`src/shared/rofs_pkg.sv`:
```
// Package for the relay output function selector: function codes and sizes.
// Assumes nothing beyond a SystemVerilog compiler.
package rofs_pkg;
  localparam int RELAY_COUNT = 5;
  localparam int FUNC_WIDTH = 6;
  localparam int COND_COUNT = 14;
  localparam logic [5:0] FUNC_BYPASS_OVERLOAD = 6'h13;
  localparam logic [5:0] FUNC_BYPASS_UNDERLOAD = 6'h14;
  localparam logic [5:0] FUNC_BOARD_OVERTEMP = 6'h15;
  localparam logic [5:0] FUNC_SYSTEM_UNDERLOAD = 6'h16;
  localparam logic [5:0] FUNC_SYSTEM_FAULT = 6'h17;
  localparam logic [5:0] FUNC_SYSTEM_FAULT_OR_WARNING = 6'h18;
  localparam logic [5:0] FUNC_AUTO_CONTROL = 6'h19;
  localparam logic [5:0] FUNC_SYSTEM_OVERLOAD = 6'h1a;
  localparam logic [5:0] FUNC_CONTACTOR_FAULT = 6'h1b;
  localparam logic [5:0] FUNC_SYSTEM_HEALTHY = 6'h1c;
  localparam logic [5:0] FUNC_INTERNAL_LINK_ERROR = 6'h1d;
  localparam logic [5:0] FUNC_NETWORK_LOSS = 6'h1e;
  localparam logic [5:0] FUNC_OVERRIDE_TWO_STOP = 6'h1f;
  localparam logic [5:0] FUNC_OVERRIDE_TWO_ENABLE = 6'h20;
  localparam logic [5:0] FUNC_FIRST = FUNC_BYPASS_OVERLOAD;
  localparam logic [5:0] FUNC_RESET = 6'h00;
  localparam logic [7:0] TEMP_LIMIT = 8'h55;
  localparam int INTERLOCK_COUNT = 6;
endpackage

```
`src/shared/rofs_cond_if.sv`:
```
// Interface carrying the condition vector from the evaluator to the relay stage.
// Assumes both ends share one clock.
`timescale 1ns/1ps
interface rofs_cond_if;
  logic [13:0] cond;
  modport src (output cond);
  modport dst (input cond);
endinterface

```
`src/rtl/rofs_relay_mux.sv`:
```
// Per-relay function multiplexer: picks one condition per relay, registered.
// Assumes conditions are already synchronised to clk.
`timescale 1ns/1ps
module rofs_relay_mux #(
  parameter int RELAYS = 5
) (
  input wire logic clk,
  input wire logic resetn,
  rofs_cond_if.dst cond_in,
  input wire logic [RELAYS*6-1:0] func_sel,
  output logic [RELAYS-1:0] coil
);
  import rofs_pkg::*;
  typedef struct packed {
    logic [RELAYS-1:0] coil;
  } rofs_mux_state_type;
  rofs_mux_state_type state_r;
  rofs_mux_state_type state_nxt;
  if (RELAYS < 1) begin : g_relays_check
    $error("RELAYS must be at least one.");
  end
  always_comb begin
    logic [5:0] code;
    logic [5:0] idx;
    code = 6'h00;
    idx = 6'h00;
    state_nxt = state_r;
    for (int i = 0; i < RELAYS; i++) begin
      code = func_sel[i*6 +: 6];
      idx = 6'(code - FUNC_FIRST);
      // Codes outside the supported range leave the coil released.
      if (code >= FUNC_FIRST && code <= FUNC_OVERRIDE_TWO_ENABLE) begin
        state_nxt.coil[i] = cond_in.cond[idx[3:0]];
      end else begin
        state_nxt.coil[i] = 1'b0;
      end
    end
  end
  always_ff @(posedge clk or negedge resetn) begin
    if (!resetn) begin
      state_r <= '0;
    end else begin
      state_r <= state_nxt;
    end
  end
  assign coil = state_r.coil;
endmodule // rofs_relay_mux

```
`src/rtl/rofs_top.sv`:
```
// Relay output function selector: evaluates status conditions and drives relays.
// Assumes status flags come from other clock domains or pins and are synchronised here; levels and board temperature share clk.
`timescale 1ns/1ps

// Overview of operation
// - Function 19: bypass overload above threshold.
// - Function 20: bypass underload below threshold.
// - Function 21: board temperature above fixed limit.
// - Function 22: drive or bypass underload.
// - Function 23: any fault or bypass trip.
// - Function 24: fault, bypass trip, or warning.
// - Function 25: selected source mode is Auto.
// - Function 26: drive or bypass overload.
// - Function 27: either contactor fault.
// - Function 28: healthy unless any fault or a trip of the selected source.
// - Function 29: internal drive link interrupted.
// - Function 30: building network communication lost.
// - Function 31: override two active, action stop.
// - Function 32: contactor closed, acknowledged interlocks present.

module rofs_top #(
  parameter int RELAYS = 5
) (
  input wire logic clk,
  input wire logic resetn,
  input wire logic [RELAYS*rofs_pkg::FUNC_WIDTH-1:0] func_sel,
  input wire logic [15:0] bypass_overload_level,
  input wire logic [15:0] bypass_overload_limit,
  input wire logic [15:0] bypass_underload_level,
  input wire logic [15:0] bypass_underload_limit,
  input wire logic [15:0] drive_overload_level,
  input wire logic [15:0] drive_overload_limit,
  input wire logic [15:0] drive_underload_level,
  input wire logic [15:0] drive_underload_limit,
  input wire logic [7:0] board_temp,
  input wire logic drive_fault,
  input wire logic bypass_fault,
  input wire logic drive_warning,
  input wire logic bypass_warning,
  input wire logic bypass_selected,
  input wire logic drive_auto,
  input wire logic bypass_auto,
  input wire logic drive_contactor_fault,
  input wire logic bypass_contactor_fault,
  input wire logic drive_contactor_closed,
  input wire logic internal_link_lost,
  input wire logic network_link_lost,
  input wire logic override_two_active,
  input wire logic override_two_action_stop,
  input wire logic [rofs_pkg::INTERLOCK_COUNT-1:0] interlock_ack_cfg,
  input wire logic [rofs_pkg::INTERLOCK_COUNT-1:0] interlock_present,
  output logic [RELAYS-1:0] relay_coil,
  output logic [rofs_pkg::COND_COUNT-1:0] condition_status
);
  import rofs_pkg::*;

  // Flags that arrive from other domains; each passes two flip-flops before use.
  typedef struct packed {
    logic drive_fault;
    logic bypass_fault;
    logic drive_warning;
    logic bypass_warning;
    logic bypass_selected;
    logic drive_auto;
    logic bypass_auto;
    logic drive_contactor_fault;
    logic bypass_contactor_fault;
    logic drive_contactor_closed;
    logic internal_link_lost;
    logic network_link_lost;
    logic override_two_active;
    logic override_two_action_stop;
    logic [INTERLOCK_COUNT-1:0] interlock_ack_cfg;
    logic [INTERLOCK_COUNT-1:0] interlock_present;
  } rofs_flags_type;

  typedef struct packed {
    rofs_flags_type sync1;
    rofs_flags_type sync2;
    logic [COND_COUNT-1:0] cond;
  } rofs_top_state_type;

  rofs_top_state_type state_r;
  rofs_top_state_type state_nxt;
  rofs_flags_type raw_in;
  rofs_flags_type s;
  rofs_cond_if cond_bus();

  logic byp_ovl;
  logic byp_unl;
  logic drv_ovl;
  logic drv_unl;
  logic over_temp;

  logic any_fault;
  logic any_warn;
  logic active_trip;
  logic interlocks_ok;

  logic bypass_overload_out;
  logic bypass_underload_out;
  logic board_overtemp_out;
  logic system_underload_out;
  logic system_fault_out;
  logic system_fault_or_warning_out;
  logic auto_control_out;
  logic system_overload_out;
  logic contactor_fault_out;
  logic system_healthy_out;
  logic internal_link_error_out;
  logic network_loss_out;
  logic override_two_stop_out;
  logic override_two_enable_out;

  // The relay stage indexes six-bit codes and expects one condition per function.
  if (RELAYS < 1 || RELAYS > 16) begin : g_relays_check
    $error("RELAYS must lie between one and sixteen.");
  end
  if (FUNC_WIDTH != 6) begin : g_width_check
    $error("Function codes must be six bits wide.");
  end
  if (COND_COUNT != int'(FUNC_OVERRIDE_TWO_ENABLE - FUNC_FIRST) + 1) begin : g_cond_check
    $error("The condition vector must hold one bit per function.");
  end
  if (INTERLOCK_COUNT < 1) begin : g_interlock_check
    $error("At least one interlock input is needed.");
  end

  // Gathers the asynchronous flags into the first synchroniser stage.
  always_comb begin
    raw_in.drive_fault = drive_fault;
    raw_in.bypass_fault = bypass_fault;
    raw_in.drive_warning = drive_warning;
    raw_in.bypass_warning = bypass_warning;
    raw_in.bypass_selected = bypass_selected;
    raw_in.drive_auto = drive_auto;
    raw_in.bypass_auto = bypass_auto;
    raw_in.drive_contactor_fault = drive_contactor_fault;
    raw_in.bypass_contactor_fault = bypass_contactor_fault;
    raw_in.drive_contactor_closed = drive_contactor_closed;
    raw_in.internal_link_lost = internal_link_lost;
    raw_in.network_link_lost = network_link_lost;
    raw_in.override_two_active = override_two_active;
    raw_in.override_two_action_stop = override_two_action_stop;
    raw_in.interlock_ack_cfg = interlock_ack_cfg;
    raw_in.interlock_present = interlock_present;
  end

  assign s = state_r.sync2;

  // Level comparisons use same-clock values, so they skip the synchroniser.
  assign byp_ovl = bypass_overload_level > bypass_overload_limit;
  assign byp_unl = bypass_underload_level < bypass_underload_limit;
  assign drv_ovl = drive_overload_level > drive_overload_limit;
  assign drv_unl = drive_underload_level < drive_underload_limit;
  assign over_temp = board_temp > TEMP_LIMIT;

  assign any_fault = s.drive_fault | s.bypass_fault;
  assign any_warn = s.drive_warning | s.bypass_warning;
  // The active protection belongs to the selected power source.
  assign active_trip = s.bypass_selected ? (byp_ovl | byp_unl) : (drv_ovl | drv_unl);
  assign interlocks_ok = (s.interlock_ack_cfg & ~s.interlock_present) == '0;

  // One term per relay function, in code order from the first function.
  assign bypass_overload_out = byp_ovl;
  assign bypass_underload_out = byp_unl;
  assign board_overtemp_out = over_temp;
  assign system_underload_out = drv_unl | byp_unl;
  assign system_fault_out = any_fault | byp_ovl | byp_unl;
  assign system_fault_or_warning_out = any_fault | byp_ovl | byp_unl | any_warn;
  assign auto_control_out = s.bypass_selected ? s.bypass_auto : s.drive_auto;
  assign system_overload_out = drv_ovl | byp_ovl;
  assign contactor_fault_out = s.drive_contactor_fault | s.bypass_contactor_fault;
  assign system_healthy_out = ~(any_fault | active_trip);
  assign internal_link_error_out = s.internal_link_lost;
  assign network_loss_out = s.network_link_lost;
  assign override_two_stop_out = s.override_two_active & s.override_two_action_stop;
  assign override_two_enable_out = s.drive_contactor_closed & interlocks_ok;

  // Only the second synchroniser stage feeds logic.
  always_comb begin
    state_nxt = state_r;
    state_nxt.sync1 = raw_in;
    state_nxt.sync2 = state_r.sync1;
    state_nxt.cond[0] = bypass_overload_out;
    state_nxt.cond[1] = bypass_underload_out;
    state_nxt.cond[2] = board_overtemp_out;
    state_nxt.cond[3] = system_underload_out;
    state_nxt.cond[4] = system_fault_out;
    state_nxt.cond[5] = system_fault_or_warning_out;
    state_nxt.cond[6] = auto_control_out;
    state_nxt.cond[7] = system_overload_out;
    state_nxt.cond[8] = contactor_fault_out;
    state_nxt.cond[9] = system_healthy_out;
    state_nxt.cond[10] = internal_link_error_out;
    state_nxt.cond[11] = network_loss_out;
    state_nxt.cond[12] = override_two_stop_out;
    state_nxt.cond[13] = override_two_enable_out;
  end

  always_ff @(posedge clk or negedge resetn) begin
    if (!resetn) begin
      state_r <= '0;
    end else begin
      state_r <= state_nxt;
    end
  end

  assign cond_bus.cond = state_r.cond;
  assign condition_status = state_r.cond;

  // The relay stage picks one registered condition per relay.
  rofs_relay_mux #(.RELAYS(RELAYS)) u_mux (
    .clk(clk),
    .resetn(resetn),
    .cond_in(cond_bus.dst),
    .func_sel(func_sel),
    .coil(relay_coil)
  );
endmodule // rofs_top

```
`config.mk`:
```
export PLATFORM = sky130hd
export DESIGN_NAME = rofs_top
export DESIGN_NICKNAME = d
export VERILOG_FILES = /design/src/shared/rofs_pkg.sv /design/src/shared/rofs_cond_if.sv /design/src/rtl/rofs_relay_mux.sv /design/src/rtl/rofs_top.sv
export SDC_FILE = /design/constraint.sdc
export NUM_CORES = 1
export LEC_CHECK = 0
export BUFFER_PORTS_ARGS = -buffer_cell sky130_fd_sc_hd__buf_2
export CORE_MARGIN = 3
export CORE_UTILIZATION = 43
export DETAILED_ROUTE_END_ITERATION = 8
export GPL_ROUTABILITY_DRIVEN = 0
export GPL_TIMING_DRIVEN = 0
export PLACE_DENSITY = 0.78
export SLEW_MARGIN = 30
export SYNTH_ARGS = -nofsm -noshare
export SYNTH_HDL_FRONTEND = slang
export SYNTH_HIERARCHICAL = 1
export SYNTH_SLANG_ARGS = --single-unit
```
`constraint.sdc`:
```
create_clock -name clk -period 1.2 [get_ports clk]
set_clock_uncertainty 0.1 [all_clocks]
set_input_delay 0.06 -clock clk [delete_from_list [all_inputs] [get_ports clk]]
set_output_delay 0.06 -clock clk [all_outputs]
set_load 0.05 [all_outputs]
```
== After elaboration in Yosys (flattened, before gate mapping) ==
Index checks and enable logic that the tools add are counted.

* Bits in registers: 71
* Input port bits: 194
* Word-level logic and storage cells: 98

* Add/sub/neg operators: 5
* Order comparisons: 20
* Muxes and demuxes: 17
* Bitwise operators: 16
* Reduce and logical (&&, ||, !) cells: 6

{| class="wikitable"
|+ Operator list
! operator !! number
|-
| $gt 16x16->1 || 2
|-
| $lt 16x16->1 || 2
|-
| $ge 6x5->1 const B || 5
|-
| $le 6x6->1 const B || 5
|-
| $lt 4x5->1 const B || 5
|-
| $bmux 1 s4 || 5
|-
| $sub 4x2->4 const B || 5
|-
| $mux 1 || 12
|-
| $or 1x1->1 || 11
|-
| $gt 8x7->1 const B || 1
|-
| $and 6x6->6 || 1
|-
| $logic_not 6->1 || 1
|-
| $not 6->6 || 1
|-
| $logic_and 1x1->1 || 5
|-
| $and 1x1->1 || 2
|-
| $not 1->1 || 1
|}

== Logic depth before layout (Yosys ltp) ==
Gate-level depths: netlist (run 1).

* Word-level depth: 5
* Gate-level depth with buffers: 9

== Modules after synthesis ==
Netlist (run 1), hierarchy kept.

{| class="wikitable"
|+ Modules (own cells, without submodules)
! module !! times used !! cells an instance !! area an instance (sq um)
|-
| rofs_top || 1 || 311 || 3347.0
|-
| rofs_relay_mux || 1 || 140 || 1232.4
|}

== Worst setup path before layout (run 1) ==
Ideal clock, no wire load.

* Kind: input port to flip-flop
* Start point: input port drive_overload_limit[14]
* End point: register state_r (netlist bit condition_status[7])
* Arrival time: 1.446 ns
* Setup slack: -0.473 ns
* Stages on the path: 7
* Buffers on the path: 0
* Cells stage by stage: inv_1 > ha_1 > a21oi_1 > nand2_1 > a221o_1 > o31a_1 > or2_2

{| class="wikitable"
|+ RTL lines
! element !! line !! text
|-
| start, declared || rofs_top.sv:32 || <nowiki>input wire logic [15:0] drive_overload_limit,</nowiki>
|-
| end signal, assigned || rofs_top.sv:205 || <nowiki>state_r <= state_nxt;</nowiki>
|-
| end, declared || rofs_top.sv:83 || <nowiki>rofs_top_state_type state_r;</nowiki>
|}

==> impl_metrics.ini, run 1 <==
[die]
die_x_um = 109
initial_utilization_pct = 44.4
placementRows = 37
fp.coreArea_mm2 = 0.0103
top_level_ports = 213
die_area_mm2 = 0.0119
chipHeight_um = 109

[synth]
synth-edff-count = 0
avgSynthCellArea_um2 = 10.2
synthDominantCellAreaShare_pct = 38.8
synth.lib_cells_used.distinct = 45
synthDominantAreaCellType = sky130_fd_sc_hd__dfrtp_1
mappedNetlistNets = 717
mappedNetlistArea_mm2 = 0.00458
synthFlopType = sky130_fd_sc_hd__dfrtp_1
synth-seq-cells = 71
ys_seq_area_share_pct = 38.8
synth.top_cells.by_area = sky130_fd_sc_hd__dfrtp_1 39%, sky130_fd_sc_hd__ha_1 20%, sky130_fd_sc_hd__inv_1 7.0%
ys_warn_count = 6
asyncSetResetFlopFracSynth_pct = 100
post_synth_inst_count = 451

[setup_path]
startpoint_type = flip-flop
timing.critical_path.to_type = flip-flop
timing.critical_path.arrival_ns = 1.60
crit_path_max_fanout = 6
crit_required_ns = 1.32
worstSetupPathType = reg -> reg
worst-r2r-cell-count = 4

[clock_network]
clkLatencyLatePin_ns = 0.34
max-clock-path-buffers = 2
cts_num_sinks = 71
total_of_hold_buffers_inserted_after_clock_tree_synthesis = 32
cts-htree-levels = 3
cts-buffers-inserted = 9
root_buffer = sky130_fd_sc_hd__clkbuf_8
clk_pin_slew_worst_paths_ns = 0.08
tritoncts = built

[power]
irDropWorstVdd_v = 0.000524
totalPowerFinal_uw = 6310
p_per_area_mw_per_mm2 = 904
p_leak_uw = 0.00350

[sta]
post-route-worst-setup-slack_ns = -0.277
relative_slew_slack_pct = 73.0
max_clock_freq_ghz = 0.677
setup_viol = 14
period_needed_ns = 1.48
worst-slew-pin-transition_ns = 0.400
fin_setup_tns_ns = -2.09
post-route-period-util_pct = 123
rsz0062_at_grt = true
drv_slew = 0
holdWs_ns = -0.000439
hold_viol = 1

[flow_run]
max_cap_viol_count = 0

[route]
vias_per_cell = 5.20
drt-pass1-iter-count = 6
wl_per_cell_um = 15.4
vias = 4458
finalWirelength_mm = 13.2
drcViolationCount = 0
drt-initial-drc-count = 179
drt.antenna.violating_nets = 0

[final_layout]
post_layout_nonfiller_instances = 857
final_common_cell = sky130_fd_sc_hd__buf_2
final_cell_mix = 182 x sky130_fd_sc_hd__buf_2, 67 x sky130_fd_sc_hd__inv_1, 57 x sky130_fd_sc_hd__dfrtp_1
fillerInstances = 767
diodes = 0
synthesis_to_layout_area_growth_pct = 52.3
final_layout_size_suffix_gt1_share_pct = 46.2
final_nets = 982

[global_route]
vias_in_the_first_global_route = 4675
grtUsageTotal_pct = 21.5
global_route_wire_length_before_repair_mm = 20.3
grt_start_max_net_pins = 58
antenna_found_initial = 0
globalRouteOverflowTotal = 0

[place]
place_hpwl_mm = 10.1
placed_cells = 799
port_buffers = 211

[status]
failing_checks = hold timing, setup timing
run_status = finished, violations left

[min_path]
timing.hold.worst.class = in -> reg
hold_path_depth = 4
state kept, by name, indices dropped and copies added, names as in the netlist:
register,flops
internal_link_error_out,1
state_nxt,26
u_mux/coil,5
condition_status,14
network_loss_out,1
s,24
cell usage after synthesis (3+ instances only):
master                     count
sky130_fd_sc_hd__nor2_1        8
sky130_fd_sc_hd__mux2_2        6
sky130_fd_sc_hd__o211ai_1      3
sky130_fd_sc_hd__nand4_1      13
sky130_fd_sc_hd__o21ai_0       9
sky130_fd_sc_hd__a31oi_1       9
sky130_fd_sc_hd__mux4_2       10
sky130_fd_sc_hd__o311ai_0      5
sky130_fd_sc_hd__nor4_1        3
sky130_fd_sc_hd__ha_1         72
sky130_fd_sc_hd__nand2_1      46
sky130_fd_sc_hd__a211o_1      10
sky130_fd_sc_hd__buf_4         5
sky130_fd_sc_hd__or4_1         4
sky130_fd_sc_hd__xor2_2        4
sky130_fd_sc_hd__a32o_1        5
sky130_fd_sc_hd__nand3_1       9
sky130_fd_sc_hd__nor2b_1       3
sky130_fd_sc_hd__a21oi_1      29
sky130_fd_sc_hd__nand2b_1      3
sky130_fd_sc_hd__inv_1        85
sky130_fd_sc_hd__xnor2_1      10
sky130_fd_sc_hd__a21o_1        3
sky130_fd_sc_hd__dfrtp_1      71
critical path: stages (launching register included):
cell	delay, ns
sky130_fd_sc_hd__dfrtp_2	0.46
sky130_fd_sc_hd__mux4_2	0.49
sky130_fd_sc_hd__nand2_1	0.08
sky130_fd_sc_hd__a32o_1	0.18
sky130_fd_sc_hd__a31oi_1	0.05
per-layer routing:
layer / share of wire, % / vias to the layer above / global-route usage (%)
li1: - / 2108 / -
met1: 35 / 2100 / 22.4
met3: 7.6 / 43 / 4.91
met2: 54 / 207 / 41.3
met4: 2.9 / 0 / 8.37
met5: 0 / - / 0
path summary, 6_finish.rpt:
path,from,slack [ns],end
min reg2reg,state_nxt[33],0.25,s[19]
max reg2reg,condition_status[6],-0.28,u_mux/coil[1]
min in group asynchronous,resetn,0.02,state_nxt[19]
min,func_sel[4],-0.0004,u_mux/coil[0]
max in group asynchronous,resetn,0.45,condition_status[12]
max,condition_status[6],-0.28,u_mux/coil[1]
report_power, final:
| part | internal, µW | switching (µW) |
|---|---|---|
| Combinational | 973 | 948 |
| Sequential | 2530 | 101 |
| Clock | 872 | 880 |
| Total | 4380 | 1930 |
stage by stage:
step	instance area, µm²	utilization, %	setup slack (ns)
final	6970	67.5	-0.277
after global routing	6970	67.5	-0.303
after CTS	6830	66.1	-0.243
after detailed placement	6000	58.1	-0.768
after global placement	5970	57.8	-0.733
after floorplan	4740	-	-0.322
cells by family after synthesis:
family / after synthesis / synth area share [%]
XOR/XNOR: 15 / 3.52
AND/OR/NAND/NOR: 99 / 10.6
AO/OA/AOI/OAI: 88 / 13.2
adder cells (fa/ha/maj): 72 / 19.7
multiplexers: 16 / 6.39
flip-flops: 71 / 38.8
buffers and inverters: 90 / 7.79
what timing repair did:
| action | 4_1_cts | 5_1_grt |
|---|---|---|
| gates resized for setup | 66 | 24 |
| setup endpoints to repair | 26 | 21 |
| setup buffers | 6 | 4 |
| hold endpoints to repair | 103 | 2 |
| pin swaps | 25 | 16 |
final cells by class:
type / count / area (µm²) / share of cell area (%)
Multi-Input combinational cell: 290 / 2760 / 39.5
Inverter: 85 / 347 / 4.97
Sequential cell: 71 / 1790 / 25.7
Clock inverter: 5 / 40.0 / 0.574
Timing Repair Buffer: 254 / 1680 / 24.0
Clock buffer: 11 / 151 / 2.17
Buffer: 5 / 37.5 / 0.538
Tap cell: 136 / 170 / 2.44
No activity file was read; power rests on OpenSTA's default activity.
==> inputs of run 2 (changes only) <==
--- a/config.mk
+++ b/config.mk
@@ -7,11 +7,10 @@
 export LEC_CHECK = 0
 export BUFFER_PORTS_ARGS = -buffer_cell sky130_fd_sc_hd__buf_2
 export CORE_MARGIN = 3
-export CORE_UTILIZATION = 43
+export CORE_UTILIZATION = 30
 export DETAILED_ROUTE_END_ITERATION = 8
 export GPL_ROUTABILITY_DRIVEN = 0
 export GPL_TIMING_DRIVEN = 0
-export PLACE_DENSITY = 0.78
 export SLEW_MARGIN = 30
 export SYNTH_ARGS = -nofsm -noshare
 export SYNTH_HDL_FRONTEND = slang
==> run 2 against run 1 <==
Compared with the run above:
- the flow finishes with violations (setup timing)
- sequential share of layout area fell by 0.84 points
- count of clock-buffer cells in the layout fell by 1
- wire length fell by 3.7%
- utilization fell by 19 points
- critical endpoint is now u_mux/coil[0]
- highest routed layer unchanged
==> impl_metrics.ini, run 2 (synthesized netlist as in run 1, its figures left out) <==
[setup_path]
timing.critical_path.to_type = flip-flop
crit_path_max_fanout = 6
worstPathBufferInverterCount = 0
worstSetupPathType = reg -> reg
timing.critical_path.arrival_ns = 1.57
crit_required_ns = 1.30
startpoint_type = flip-flop
cp_slowest_stage_delay_ns = 0.49
slowest_stage_cell_crit_path = sky130_fd_sc_hd__mux4_2
path_cells = mux4_2, nand2_1, a32o_1, a31oi_1
worst_path_dominant_cell_family = multiplexers

[route]
met2WireLength_mm = 6.60
detailed_route_wirelength_on_metal3_um = 816
wl_per_cell_um = 14.1
drcViolationCount = 0
drt-pass1-iter-count = 4
vias = 4208
finalWirelength_mm = 12.7
drt.antenna.violating_nets = 0
drt-initial-drc-count = 158
highest-signal-layer = met4
vias_per_cell = 4.68
drt-met1-wl_mm = 5.17

[die]
initial_utilization_pct = 31.0
top_level_ports = 213
die_x_um = 130
fp.coreArea_mm2 = 0.0148
die_area_mm2 = 0.0168
chipHeight_um = 130
placementRows = 44

[clock_network]
cts-htree-levels = 3
clk_pin_slew_worst_paths_ns = 0.06
root_buffer = sky130_fd_sc_hd__clkbuf_16
clkLatencyLatePin_ns = 0.33
max-clock-path-buffers = 2
cts_num_sinks = 71
cts-buffers-inserted = 9
tritoncts = built

[final_layout]
final_nets = 977
final_cell_mix = 170 x sky130_fd_sc_hd__buf_2, 65 x sky130_fd_sc_hd__inv_1, 59 x sky130_fd_sc_hd__dfrtp_1
final_common_cell = sky130_fd_sc_hd__buf_2
utilization_pct = 48.8
largest_reg_flops = 26
fillerInstances = 1347
final_layout_size_suffix_gt1_share_pct = 47.3
synthesis_to_layout_area_growth_pct = 57.2
diodes = 0

[sta]
rsz0062_at_grt = true
worst-slew-pin-transition_ns = 0.387
hold_viol = 0
drv_slew = 0
post-route-worst-setup-slack_ns = -0.264
relative_slew_slack_pct = 73.9
max_clock_freq_ghz = 0.683
post-route-period-util_pct = 122
period_needed_ns = 1.46
setup_viol = 13
fin_setup_tns_ns = -2.10

[flow_run]
max_cap_viol_count = 0

[global_route]
grtUsageTotal_pct = 14.9
globalRouteOverflowTotal = 0
global_route_wire_length_before_repair_mm = 20.0
vias_in_the_first_global_route = 4432
antenna_found_initial = 0
grt_start_max_net_pins = 56

[power]
p_per_area_mw_per_mm2 = 994
totalPowerFinal_uw = 7150
p_leak_uw = 0.00354
irDropWorstVdd_v = 0.000666

[status]
run_status = finished, violations left
failing_checks = setup timing

[place]
placement.setup.worst_slack_ns = -0.747
place_hpwl_mm = 10.1
port_buffers = 211

[min_path]
timing.hold.worst.class = in -> reg
==> run 2: changes by cell type in the layout (fill, tap and decap cells not counted), sizes merged <==
cell         before  now
buf             227  224
bufinv            0    1
clkbuf           11   10
clkinv            1    2
clkinvlp          3    1
dlygate4sd3      32   30
inv              86   87
==> run 2: stage by stage <==
step                      cells  hold slack (ns)  cell area, µm²
after floorplan             451           -0.336            4740
after global placement      846           0.0679            6030
after detailed placement    847           -0.146            6060
after CTS                   898          0.00637            7080
after global routing        900          0.00618            7200
final                       900           0.0221            7200
==> run 2: area by class of cell <==
cell class / count / area, µm² / share of cell area (%)
Buffer: 5 / 37.5 / 0.522
Clock buffer: 10 / 229 / 3.18
Clock inverter: 6 / 68.8 / 0.956
Inverter: 85 / 354 / 4.92
Multi-Input combinational cell: 290 / 2830 / 39.3
Sequential cell: 71 / 1790 / 24.9
Tap cell: 184 / 230 / 3.20
Timing Repair Buffer: 249 / 1660 / 23.1
==> run 2: tightest hold or removal path, delay by kind of cell <==
family	cells	cell delay (ns)
simple gates	1	0.10
compound gates	2	0.16
buf+inv	1	0.08
==> run 2: layer usage <==
metal / track usage, % / up-vias
met5: 0 / -
met4: 4.16 / 0
met3: 4.16 / 11
met2: 26.9 / 142
met1: 17.2 / 1954
li1: - / 2101
==> run 2: power breakdown <==
part / total (µW) / leakage [µW] / switching (µW) / internal [µW]
clock: 2620 / 0.000143 / 1000 / 1620
sequential: 2640 / 0.000821 / 106 / 2540
combinational: 1890 / 0.00258 / 926 / 963
total: 7150 / 0.00354 / 2030 / 5120
==> run 2: repair_timing <==
action                                 CTS  global route
hold buffers                            30             0
buffers inserted                         5             2
pin swaps                               41            20
endpoints found under the hold margin   98             0
cloned                                   0             0
gates resized for setup                 83            21
setup endpoints to repair               26            17
==> run 2: final timing paths <==
path | from | to | slack, ns | cells past startpoint
max | condition_status[4] | u_mux/coil[0] | -0.26 | 4
min | func_sel[28] | u_mux/coil[4] | 0.02 | 4
max reg2reg | condition_status[4] | u_mux/coil[0] | -0.26 | 4
min reg2reg | state_nxt[19] | s[5] | 0.24 | 0
max in group asynchronous | resetn | condition_status[12] | 0.40 | 3
min in group asynchronous | resetn | u_mux/coil[2] | 0.05 | 2
==> inputs of run 3 (changes only) <==
--- a/config.mk
+++ b/config.mk
@@ -11,6 +11,7 @@
 export DETAILED_ROUTE_END_ITERATION = 8
 export GPL_ROUTABILITY_DRIVEN = 0
 export GPL_TIMING_DRIVEN = 0
+export RECOVER_POWER = 50
 export SLEW_MARGIN = 30
 export SYNTH_ARGS = -nofsm -noshare
 export SYNTH_HDL_FRONTEND = slang
==> run 3 against run 2 <==
Compared with the run above:
- the flow still finishes with violations (setup timing)
- count of clock-buffer cells in the layout did not move
- combinational power barely moved
- utilization barely moved
- critical path depth did not move
- largest power group unchanged
- final area barely moved
- wire length rose by 0.17%
- critical endpoint is now u_mux/coil[4]
- critical path type unchanged
- sequential power barely moved
- largest cell class unchanged
==> impl_metrics.ini, run 3 (synthesized netlist as in run 1, its figures left out) <==
[power]
internal-power_uw = 5120
p_per_area_mw_per_mm2 = 995
clock_power_share_pct = 36.7
switching_power_uw = 2040
irDropWorstVdd_v = 0.000668
power_switching_share_pct = 28.4
pwr-share-seq_pct = 36.9
p_leak_uw = 0.00354
comb_power_share_pct = 26.4

[sta]
drv_slew = 0
fin_setup_tns_ns = -2.11
post-route-period-util_pct = 122
period_needed_ns = 1.47
rsz0062_at_grt = true
holdWs_ns = 0.0215
post-route-worst-setup-slack_ns = -0.268
setup_viol = 13
max_clock_freq_ghz = 0.681
worst-slew-pin-transition_ns = 0.500
hold_viol = 0
relative_slew_slack_pct = 66.7

[setup_path]
slowest_stage_cell_crit_path = sky130_fd_sc_hd__mux4_2
timing.critical_path.to_type = flip-flop
startpoint_type = flip-flop
r2r_start = condition_status[2]
worstSetupPathType = reg -> reg
path_cells = mux4_2, nand2_1, a32o_1, a31oi_1
timing.critical_path.arrival_ns = 1.57
setup.reg_to_reg.worst_slack_ns = -0.27
timing.rr.end = u_mux/coil[4]
crit_path_max_fanout = 6
crit_required_ns = 1.30
worst-r2r-cell-count = 4
cp_slowest_stage_delay_ns = 0.49

[route]
drcViolationCount = 0
finalWirelength_mm = 12.7
drt-pass1-iter-count = 4
drt-initial-drc-count = 158
vias_per_cell = 4.68
detailed_route_wirelength_on_metal3_um = 840
drt-met1-wl_mm = 5.16
met2WireLength_mm = 6.60
vias = 4216
highest-signal-layer = met4
drt.antenna.violating_nets = 0
wl_per_cell_um = 14.1

[global_route]
globalRouteOverflowTotal = 0
global_route_wire_length_before_repair_mm = 20.0
antenna_found_initial = 0
grtUsageTotal_pct = 14.9
grt_start_max_net_pins = 56
vias_in_the_first_global_route = 4432

[flow_run]
max_cap_viol_count = 0

[place]
placement.setup.worst_slack_ns = -0.747
port_buffers = 211
place_hpwl_mm = 10.1
placed_cells = 847

[clock_network]
cts-htree-levels = 3
clkLatencyLatePin_ns = 0.33
max-clock-path-buffers = 2
cts-buffers-inserted = 9
cts_num_sinks = 71
tritoncts = built
root_buffer = sky130_fd_sc_hd__clkbuf_16
clk_pin_slew_worst_paths_ns = 0.06

[die]
placementRows = 44
die_area_mm2 = 0.0168
top_level_ports = 213
die_x_um = 130
fp.coreArea_mm2 = 0.0148
chipHeight_um = 130
initial_utilization_pct = 31.0

[final_layout]
post_layout_nonfiller_instances = 900
largest_reg_flops = 26
diodes = 0
final_layout_size_suffix_gt1_share_pct = 47.3
final_nets = 977
fillerInstances = 1348
synthesis_to_layout_area_growth_pct = 57.1
final_common_cell = sky130_fd_sc_hd__buf_2
final_cell_mix = 170 x sky130_fd_sc_hd__buf_2, 65 x sky130_fd_sc_hd__inv_1, 59 x sky130_fd_sc_hd__dfrtp_1
utilization_pct = 48.8

[min_path]
timing.hold.worst.class = in -> reg
min-delay-start = func_sel[28]
min_delay_worst_endpoint = u_mux/coil[4]
hold_path_depth = 4

[status]
run_status = finished, violations left
failing_checks = setup timing
## run 3: how the worst max path moves through the flow
stage	startpoint	endpoint	slack (ns)	depth (start not counted)
2_1_floorplan	drive_underload_limit[1]	condition_status[9]	-0.32	7
3_5_place_dp	bypass_underload_limit[5]	condition_status[9]	-0.75	9
5_1_grt	drive_underload_limit[9]	condition_status[9]	-0.36	9
4_1_cts	drive_underload_limit[1]	condition_status[9]	-0.27	8
3_3_place_gp	bypass_underload_limit[5]	condition_status[9]	-0.79	9
6_report	condition_status[2]	u_mux/coil[4]	-0.27	4
## run 3: per-stage QoR
stage	cell area, µm²	total power, µW
floorplan	4740	3570
global placement	6030	4190
detailed placement	6060	4260
CTS	7080	7180
global route	7190	7580
finish	7190	7160
## run 3: per-layer routing
layer / track usage, % / vias to the layer above
li1: - / 2101
met1: 17.2 / 1957
met2: 26.9 / 147
met3: 4.16 / 11
met4: 4.16 / 0
met5: 0 / -
## run 3: worst max-delay path, delay by kind of cell, from the launching register on
family	cells	cell delay, ns
muxes	1	0.49
DFF	1	0.46
AOI/OAI and AO/OA	2	0.21
and+or+nand+nor	1	0.09
## run 3: layout make-up
type,count,area [µm²],share of cell area [%]
Buffer,5,37.5,0.522
Clock buffer,10,229,3.18
Clock inverter,6,68.8,0.957
Inverter,85,354,4.92
Multi-Input combinational cell,290,2830,39.3
Sequential cell,71,1790,24.9
Tap cell,184,230,3.20
Timing Repair Buffer,249,1660,23.0
## run 3: power by group through the flow
stage          Sequential (µW)  Clock [µW]  Combinational [µW]
2_1_floorplan             2800           0                 774
3_3_place_gp              2680           0                1510
3_5_place_dp              2680           0                1580
4_1_cts                   2640        2700                1850
5_1_grt                   2660        2830                2100
6_report                  2640        2630                1890
## run 3: repair_timing
action	in CTS	in global routing
setup endpoints to repair	26	17
hold buffers	30	0
setup buffers	5	2
pin swaps	41	20
endpoints found under the hold margin	98	0
cloned	0	0
resized for setup	83	21
